**src/core/startup_config_consts.vh**
```
`ifndef STARTUP_CONFIG_CONSTS_VH
`define STARTUP_CONFIG_CONSTS_VH

// Register indices; byte address is four times the index
`define CFG_IDX_STARTUP 16'h103F
`define CFG_IDX_NV_CTRL 16'h1040
`define CFG_ADDR_STARTUP 16'h40FC
`define CFG_ADDR_NV_CTRL 16'h4100

// Field positions inside startup_configuration
`define CFG_BIT_SECURITY_DISABLE 3
`define CFG_BIT_WATCHDOG_DISABLE 2
`define CFG_BIT_INTERNAL_ROM_ENABLE 1
`define CFG_BIT_EEPROM_ENABLE 0

// Field positions inside the programming control register
`define CFG_BIT_PROG_ENABLE 0
`define CFG_BIT_PROG_ERASE 1

// Reset and erased values
`define CFG_NV_ERASED 4'hF
`define CFG_NV_CTRL_RESET 2'h0

// Operating modes from the two mode-select pins
`define CFG_MODE_BOOTSTRAP 2'h0
`define CFG_MODE_TEST 2'h1
`define CFG_MODE_SINGLE_CHIP 2'h2
`define CFG_MODE_EXPANDED 2'h3

// AXI responses
`define CFG_RESP_OKAY 2'h0
`define CFG_RESP_SLVERR 2'h2

`endif

```
**src/core/config_nv_cell.v**
```verilog
`include "startup_config_consts.vh"

module config_nv_cell #(
  parameter WIDTH = 4
) (
  input wire aclk, // System clock
  input wire por_n, // Power-on reset, active low
  input wire prog_strobe, // One-cycle program or erase access
  input wire erase, // Erase instead of program
  input wire [WIDTH-1:0] wdata, // Data to program
  output reg [WIDTH-1:0] stored_reg // Nonvolatile contents
);

  // Chip reset does not touch this cell; only power-on or an erase access gives it the erased state.
  // Programming can only clear bits, erase returns them to one.
  always @(posedge aclk) begin
    if (!por_n) begin
      stored_reg <= `CFG_NV_ERASED;
    end else if (prog_strobe) begin
      if (erase) begin
        stored_reg <= `CFG_NV_ERASED;
      end else begin
        stored_reg <= stored_reg & wdata;
      end
    end
  end

endmodule

```
**src/core/startup_config_shadow_latches.v**
```verilog
// Local design decision: the AXI4-Lite register port.
`include "startup_config_consts.vh"

module startup_config_shadow_latches #(
  parameter ADDR_WIDTH = 16,
  parameter SECURITY_OPTION = 1
) (
  input wire aclk, // System clock
  input wire aresetn, // Chip reset sequence, active low
  input wire por_n, // Power-on reset for the nonvolatile cell, active low
  input wire [1:0] mode_select, // Mode-select pins
  input wire disable_resets_test, // Disable-resets bit of factory test register one
  input wire [ADDR_WIDTH-1:0] s_axi_awaddr, // Write address
  input wire s_axi_awvalid, // Write address valid
  output reg s_axi_awready, // Write address ready
  input wire [31:0] s_axi_wdata, // Write data
  input wire [3:0] s_axi_wstrb, // Write strobes
  input wire s_axi_wvalid, // Write data valid
  output reg s_axi_wready, // Write data ready
  output reg [1:0] s_axi_bresp, // Write response
  output reg s_axi_bvalid, // Write response valid
  input wire s_axi_bready, // Write response ready
  input wire [ADDR_WIDTH-1:0] s_axi_araddr, // Read address
  input wire s_axi_arvalid, // Read address valid
  output reg s_axi_arready, // Read address ready
  output reg [31:0] s_axi_rdata, // Read data
  output reg [1:0] s_axi_rresp, // Read response
  output reg s_axi_rvalid, // Read data valid
  input wire s_axi_rready, // Read data ready
  output reg security_enabled, // Security active
  output reg watchdog_enable, // Watchdog system enabled
  output reg internal_rom_enable, // Internal ROM in memory map
  output reg eeprom_enable, // Internal EEPROM in memory map
  output reg [1:0] operating_mode // Mode captured at reset
);

  reg [1:0] mode_meta_reg;
  reg [1:0] mode_sync_reg;
  reg [1:0] mode_reg;
  reg [3:0] latch_reg;
  reg [1:0] nv_ctrl_reg;
  reg aw_held_reg;
  reg w_held_reg;
  reg [ADDR_WIDTH-1:0] awaddr_reg;
  reg [7:0] wbyte_reg;
  reg wstrb0_reg;
  wire [3:0] stored;
  wire [7:0] read_config;
  wire write_go;
  wire [ADDR_WIDTH-1:0] wr_addr;
  wire [7:0] wr_byte;
  wire wr_lane;
  wire prog_strobe;
  wire boot_or_test;
  wire reset_boot_or_test;
  reg sec_bit;

  // Mode pins come from outside and pass two flops before use
  always @(posedge aclk) begin
    mode_meta_reg <= mode_select;
    mode_sync_reg <= mode_meta_reg;
  end

  assign reset_boot_or_test = (mode_sync_reg == `CFG_MODE_BOOTSTRAP) ||
                              (mode_sync_reg == `CFG_MODE_TEST);
  assign boot_or_test = (mode_reg == `CFG_MODE_BOOTSTRAP) || (mode_reg == `CFG_MODE_TEST);

  // Write channel: address and data are taken in either order
  assign wr_addr = aw_held_reg ? awaddr_reg : s_axi_awaddr;
  assign wr_byte = w_held_reg ? wbyte_reg : s_axi_wdata[7:0];
  assign wr_lane = w_held_reg ? wstrb0_reg : s_axi_wstrb[0];
  assign write_go = !s_axi_bvalid && (aw_held_reg || s_axi_awvalid) &&
                    (w_held_reg || s_axi_wvalid);
  // Ordinary writes leave the cell alone; only an enabled programming access reaches it
  assign prog_strobe = write_go && wr_lane && (wr_addr == `CFG_ADDR_STARTUP) &&
                       nv_ctrl_reg[`CFG_BIT_PROG_ENABLE];

  config_nv_cell #(
    .WIDTH(4)
  ) u_cell (
    .aclk(aclk),
    .por_n(por_n),
    .prog_strobe(prog_strobe),
    .erase(nv_ctrl_reg[`CFG_BIT_PROG_ERASE]),
    .wdata(wr_byte[3:0]),
    .stored_reg(stored)
  );

  always @* begin
    sec_bit = latch_reg[`CFG_BIT_SECURITY_DISABLE];
    if (SECURITY_OPTION == 0) begin
      sec_bit = 1'b1;
    end
  end

  // Reads see the latches, never the cell; upper nibble is unimplemented
  assign read_config = {4'h0, sec_bit, latch_reg[2:0]};

  // Working latches: reloaded throughout reset, watchdog-disable only outside bootstrap and test; frozen afterwards
  always @(posedge aclk) begin
    if (!por_n) begin
      latch_reg <= `CFG_NV_ERASED;
      mode_reg <= `CFG_MODE_SINGLE_CHIP;
    end else if (!aresetn) begin
      mode_reg <= mode_sync_reg;
      latch_reg[`CFG_BIT_EEPROM_ENABLE] <= stored[`CFG_BIT_EEPROM_ENABLE];
      if (mode_sync_reg == `CFG_MODE_SINGLE_CHIP) begin
        latch_reg[`CFG_BIT_INTERNAL_ROM_ENABLE] <= 1'b1;
      end else begin
        latch_reg[`CFG_BIT_INTERNAL_ROM_ENABLE] <= stored[`CFG_BIT_INTERNAL_ROM_ENABLE];
      end
      if ((mode_sync_reg == `CFG_MODE_EXPANDED) || (mode_sync_reg == `CFG_MODE_TEST)) begin
        latch_reg[`CFG_BIT_SECURITY_DISABLE] <= 1'b1;
      end else begin
        latch_reg[`CFG_BIT_SECURITY_DISABLE] <= stored[`CFG_BIT_SECURITY_DISABLE];
      end
      // Bootstrap and test keep the old watchdog-disable level across reset
      if (!reset_boot_or_test) begin
        latch_reg[`CFG_BIT_WATCHDOG_DISABLE] <= stored[`CFG_BIT_WATCHDOG_DISABLE];
      end
    end
  end

  // Chip options come from the latches, except watchdog_enable in bootstrap and test, which follows disable_resets_test; registered for clean outputs
  always @(posedge aclk) begin
    if (!aresetn) begin
      security_enabled <= 1'b0;
      watchdog_enable <= 1'b0;
      internal_rom_enable <= 1'b0;
      eeprom_enable <= 1'b0;
      operating_mode <= `CFG_MODE_SINGLE_CHIP;
    end else begin
      security_enabled <= !sec_bit;
      if (boot_or_test) begin
        watchdog_enable <= !disable_resets_test;
      end else begin
        watchdog_enable <= !latch_reg[`CFG_BIT_WATCHDOG_DISABLE];
      end
      internal_rom_enable <= latch_reg[`CFG_BIT_INTERNAL_ROM_ENABLE] ||
                             (mode_reg == `CFG_MODE_SINGLE_CHIP);
      eeprom_enable <= latch_reg[`CFG_BIT_EEPROM_ENABLE];
      operating_mode <= mode_reg;
    end
  end

  // Write side of the register slave
  always @(posedge aclk) begin
    if (!aresetn) begin
      aw_held_reg <= 1'b0;
      w_held_reg <= 1'b0;
      awaddr_reg <= {ADDR_WIDTH{1'b0}};
      wbyte_reg <= 8'h00;
      wstrb0_reg <= 1'b0;
      s_axi_awready <= 1'b1;
      s_axi_wready <= 1'b1;
      s_axi_bvalid <= 1'b0;
      s_axi_bresp <= `CFG_RESP_OKAY;
      nv_ctrl_reg <= `CFG_NV_CTRL_RESET;
    end else begin
      if (write_go) begin
        aw_held_reg <= 1'b0;
        w_held_reg <= 1'b0;
        s_axi_awready <= 1'b0;
        s_axi_wready <= 1'b0;
        s_axi_bvalid <= 1'b1;
        if (wr_addr == `CFG_ADDR_STARTUP) begin
          s_axi_bresp <= `CFG_RESP_OKAY;
        end else if (wr_addr == `CFG_ADDR_NV_CTRL) begin
          s_axi_bresp <= `CFG_RESP_OKAY;
          if (wr_lane) begin
            nv_ctrl_reg <= wr_byte[1:0];
          end
        end else begin
          s_axi_bresp <= `CFG_RESP_SLVERR;
        end
      end else begin
        if (s_axi_awvalid && s_axi_awready) begin
          aw_held_reg <= 1'b1;
          awaddr_reg <= s_axi_awaddr;
          s_axi_awready <= 1'b0;
        end
        if (s_axi_wvalid && s_axi_wready) begin
          w_held_reg <= 1'b1;
          wbyte_reg <= s_axi_wdata[7:0];
          wstrb0_reg <= s_axi_wstrb[0];
          s_axi_wready <= 1'b0;
        end
        if (s_axi_bvalid && s_axi_bready) begin
          s_axi_bvalid <= 1'b0;
          s_axi_awready <= 1'b1;
          s_axi_wready <= 1'b1;
        end
      end
    end
  end

  // Read side: one read in flight, data one cycle after the address is taken
  always @(posedge aclk) begin
    if (!aresetn) begin
      s_axi_arready <= 1'b1;
      s_axi_rvalid <= 1'b0;
      s_axi_rdata <= 32'h00000000;
      s_axi_rresp <= `CFG_RESP_OKAY;
    end else if (s_axi_arvalid && s_axi_arready) begin
      s_axi_arready <= 1'b0;
      s_axi_rvalid <= 1'b1;
      if (s_axi_araddr == `CFG_ADDR_STARTUP) begin
        s_axi_rdata <= {24'h000000, read_config};
        s_axi_rresp <= `CFG_RESP_OKAY;
      end else if (s_axi_araddr == `CFG_ADDR_NV_CTRL) begin
        s_axi_rdata <= {30'h00000000, nv_ctrl_reg};
        s_axi_rresp <= `CFG_RESP_OKAY;
      end else begin
        s_axi_rdata <= 32'h00000000;
        s_axi_rresp <= `CFG_RESP_SLVERR;
      end
    end else if (s_axi_rvalid && s_axi_rready) begin
      s_axi_rvalid <= 1'b0;
      s_axi_arready <= 1'b1;
    end
  end

endmodule

```
**config.mk**
```make
export PLATFORM = sky130hd
export DESIGN_NAME = startup_config_shadow_latches
export DESIGN_NICKNAME = d
export VERILOG_FILES = /design/src/core/config_nv_cell.v /design/src/core/startup_config_shadow_latches.v
export VERILOG_INCLUDE_DIRS = /design/src /design/src/core
export SDC_FILE = /design/constraint.sdc
export NUM_CORES = 1
export LEC_CHECK = 0
export ABC_AREA = 1
export ABC_CLOCK_PERIOD_IN_PS = 1400
export BUFFER_PORTS_ARGS = -buffer_cell sky130_fd_sc_hd__buf_2
export CAP_MARGIN = 20
export CORE_MARGIN = 5
export CORE_UTILIZATION = 43
export CTS_CLUSTER_SIZE = 40
export DETAILED_ROUTE_END_ITERATION = 7
export MAX_ROUTING_LAYER = met4
export PLACE_DENSITY = 0.88
export RECOVER_POWER = 100
export SLEW_MARGIN = 10
export SYNTH_ARGS = -nofsm -noshare
export SYNTH_HDL_FRONTEND = slang
export SYNTH_SLANG_ARGS = --single-unit
```
**constraint.sdc**
```tcl
create_clock -name aclk -period 1.4 [get_ports aclk]
set_clock_uncertainty 0.05 [all_clocks]
set_input_delay 0 -clock aclk [delete_from_list [all_inputs] [get_ports aclk]]
set_output_delay 0 -clock aclk [all_outputs]
set_load 0.01 [all_outputs]
```
==> summary.md <==
| Metric | Value |
|---|---|
| Xor and xnor area share after synthesis | 0% |
| Final Net Count | 597 |
| Mux contribution to synthesized area | 0% |
| Residual DRC | 0 |
| Drt via density | 4.75 |
| Hold path endpoint | s_axi_rdata[1] |
| Crit. End Element | register |
| Ys Warns | 0 |
| Failing checks | negative setup slack |
| Worst Path Required | 1560 ps |
| Overall Global Routing Usage | 16.7% |
| Hold Path Stages | 8 |
| Dpl ws | -93.9 ps |
| Layout cells sized above 1 | 24.3% |
| Largest family of logic cells by synthesized area | simple AND/OR/NAND/NOR gates |
| Synth area leaders | dfxtp_1, nand2_1, buf_4 |
| Final max-slew violation count | 0 |
| R2R Path End | u_cell.stored_reg[3] |
| IO Port Bufs | 64 |
| RR Startpoint | aw_held_reg |
| CP Cell Sequence | buf_12, clkinv_8, nand2_4, nand2_4, nor2_4, nand2_2, nor2_4, nand3_2, o21ai_2, nand2_1 |
| Synth top area share | 39.6% |
| Largest stage delay, worst path | 390 ps |
| Core ar. | 6390 um^2 |
| GP Congestion | 0.835 |
| CP max stage cell | dfxtp_4 |
| Clk sink count | 56 |
| Initial core utilization | 44.3% |
| Area delta synth->final | 33.7% |
| Routed wire per std cell | 12.3 um |
| CP arrival | 1710 ps |
| Clock Latency Late Sink | 310 ps |
| Root Buffer | clkbuf_8 |
| Area of the mapped netlist | 2830 um^2 |
| Leading area contributor after synthesis | dfxtp_1 |
| CTS Buf Count | 5 |
| RSZ-0062 raised after global routing | yes |
| Worst setup margin | -149 ps |
| TNS Setup | -680 ps |
| Initial antenna violation count | 0 |
| Drt first pass iters | 4 |
| Final Power | 3.80 mW |
| Post-synthesis register bit count | 56 |
| CTS Buffer Depth | 2 |
| Fillers | 545 |
| Final period util | 111% |
| Max Cap Viol | 0 |
| Power Dens Cells | 1000 nW/um^2 |
| Routed WL | 7340 um |
| Vias in the first global route | 2617 |
| Placement Cell Area | 3150 um^2 |
| Core Rows | 29 |
| Final setup vio count | 7 |
| Die Width | 91.1 um |
| Design Area, Final | 3780 um^2 |
| Maximum operating frequency | 646 MHz |
| Worst-path clk slew | 100 ps |
| Largest register FFs | 16 |
| I/O pin cnt | 126 |
| Status | complete, but fails checks |
| H-tree depth | 2 |
| Hold Crit Start | s_axi_araddr[10] |
| R2R depth | 10 |
| Final Util | 59.2% |
| Hold WC Path Type | input port to register |
| Minimum clock period | 1550 ps |
| Die Area | 8300 um^2 |
| DRT iter0 DRCs | 179 |
| Yosys cell types | 32 |
| R2R Setup Slk | -150 ps |
| Register area share after synthesis | 39.6% |
| Syn_area_per_cell | 6.92 um^2 |
| GR Overflow Total | 0 |
| Worst-path fanout max | 5 |
| CP Launch Type | register |
| Pin count of the biggest net entering global routing | 27 |
| HPWL Detailed | 4970 um |
| CTS tree | built |
| Final Hold Fails | 0 |
| First-pass GRT wire length | 11500 um |
| Lkg Pwr | 1.80 nW |
| Die Ht | 91.1 um |
| Crit Path Category | register to register |
| Compound-cell area share of the yosys netlist | 12.0% |
| Antenna diode count | 0 |
| Synth Area in Adders | 0% |
| Vias | 2829 |
| Syn Inst Count | 409 |
| ANT nets after route | 0 |
| Peak supply drop | 0.000498 V |
| Fraction of the mapped netlist area in simple logic gates | 31.2% |
## critical path, delay by kind of cell, from the launching register on
family,cells,cell delay [ps]
compound gates,1,130
simple gates,7,650
flops,1,390
buf+inv,2,210
## cells in the final DEF (no fill, tap or decap), drive strengths merged
cell         count
clkinvlp         1
buf             59
nand4            4
nor2            62
o211ai           1
a21oi           23
o2111ai          1
nor3             3
conb            30
dlygate4sd3     31
or2              2
o21ai           38
inv             48
clkinv           3
nand3           17
nand2          110
bufinv           1
o22ai            1
clkbuf          26
dfxtp           56
nand3b           2
## area by class of cell
type / count / area (um^2) / area share (%)
clock buffer: 5 / 68.8 / 1.82
sequential: 56 / 1120 / 29.7
tap: 77 / 96.3 / 2.55
multi-input combinational: 294 / 1470 / 38.8
inverter: 48 / 194 / 5.13
timing repair inverter: 2 / 20.0 / 0.529
clock inverter: 3 / 46.3 / 1.22
timing repair buffer: 111 / 763 / 20.2
## power by group
part	switching, mW	internal, mW
logic	0.546	0.369
registers	0.0786	1.72
clock network	0.546	0.543
total	1.17	2.63
## worst max-delay path by stage
stage,slack (ps),to,startpoint,cells after the start
5_1_grt,-210,u_cell.stored_reg[3],aw_held_reg,10
3_3_place_gp,-20,nv_ctrl_reg[1],aw_held_reg,11
2_1_floorplan,40,u_cell.stored_reg[2],aw_held_reg,11
3_5_place_dp,-90,nv_ctrl_reg[1],aw_held_reg,11
6_report,-150,u_cell.stored_reg[3],aw_held_reg,10
4_1_cts,-20,u_cell.stored_reg[3],aw_held_reg,10
## per-stage QoR
step                      std cells  hold slack [ps]
after floorplan                 438            -22.3
after global placement          550             53.0
after detailed placement        550             57.5
after CTS                       591              126
after global routing            596              153
final                           596              120
## timing repair
| item | in CTS | in global routing |
|---|---|---|
| gates resized for setup | 11 | 46 |
| endpoints found under the hold margin | 40 | 0 |
| setup buffers | 0 | 5 |
| cloned | 2 | 0 |
| pin swaps | 11 | 25 |
| hold buffers | 31 | 0 |
| setup endpoints to repair | 8 | 17 |
## layer usage
layer,routed length [um],up-vias,part of all wire (%),global-route usage (%)
met3,598,19,8.1,3.55
met1,2950,1256,40,20.0
met5,0,-,0,-
met4,193,0,2.6,6.60
met2,3600,116,49,27.5
li1,-,1438,-,-
## synth_stat cells, drive strengths merged
| cell type | instances |
|---|---|
| clkbuf | 6 |
| nand3 | 17 |
| o22ai | 1 |
| nor3 | 3 |
| nand4 | 4 |
| o21ai | 38 |
| clkinv | 1 |
| o211ai | 1 |
| dfxtp | 56 |
| o2111ai | 1 |
| inv | 47 |
| nand3b | 2 |
| buf | 34 |
| conb | 1 |
| nor2 | 62 |
| nand2 | 110 |
| or2 | 2 |
| a21oi | 23 |
## kinds of logic (layout without fill, tap and decap cells)
family | after synthesis | after routing
AO/OA/AOI/OAI | 64 | 64
flip-flops | 56 | 56
AND/OR/NAND/NOR | 200 | 200
other | 1 | 30
buffers and inverters | 88 | 169
No activity file was read; power rests on OpenSTA's default activity.
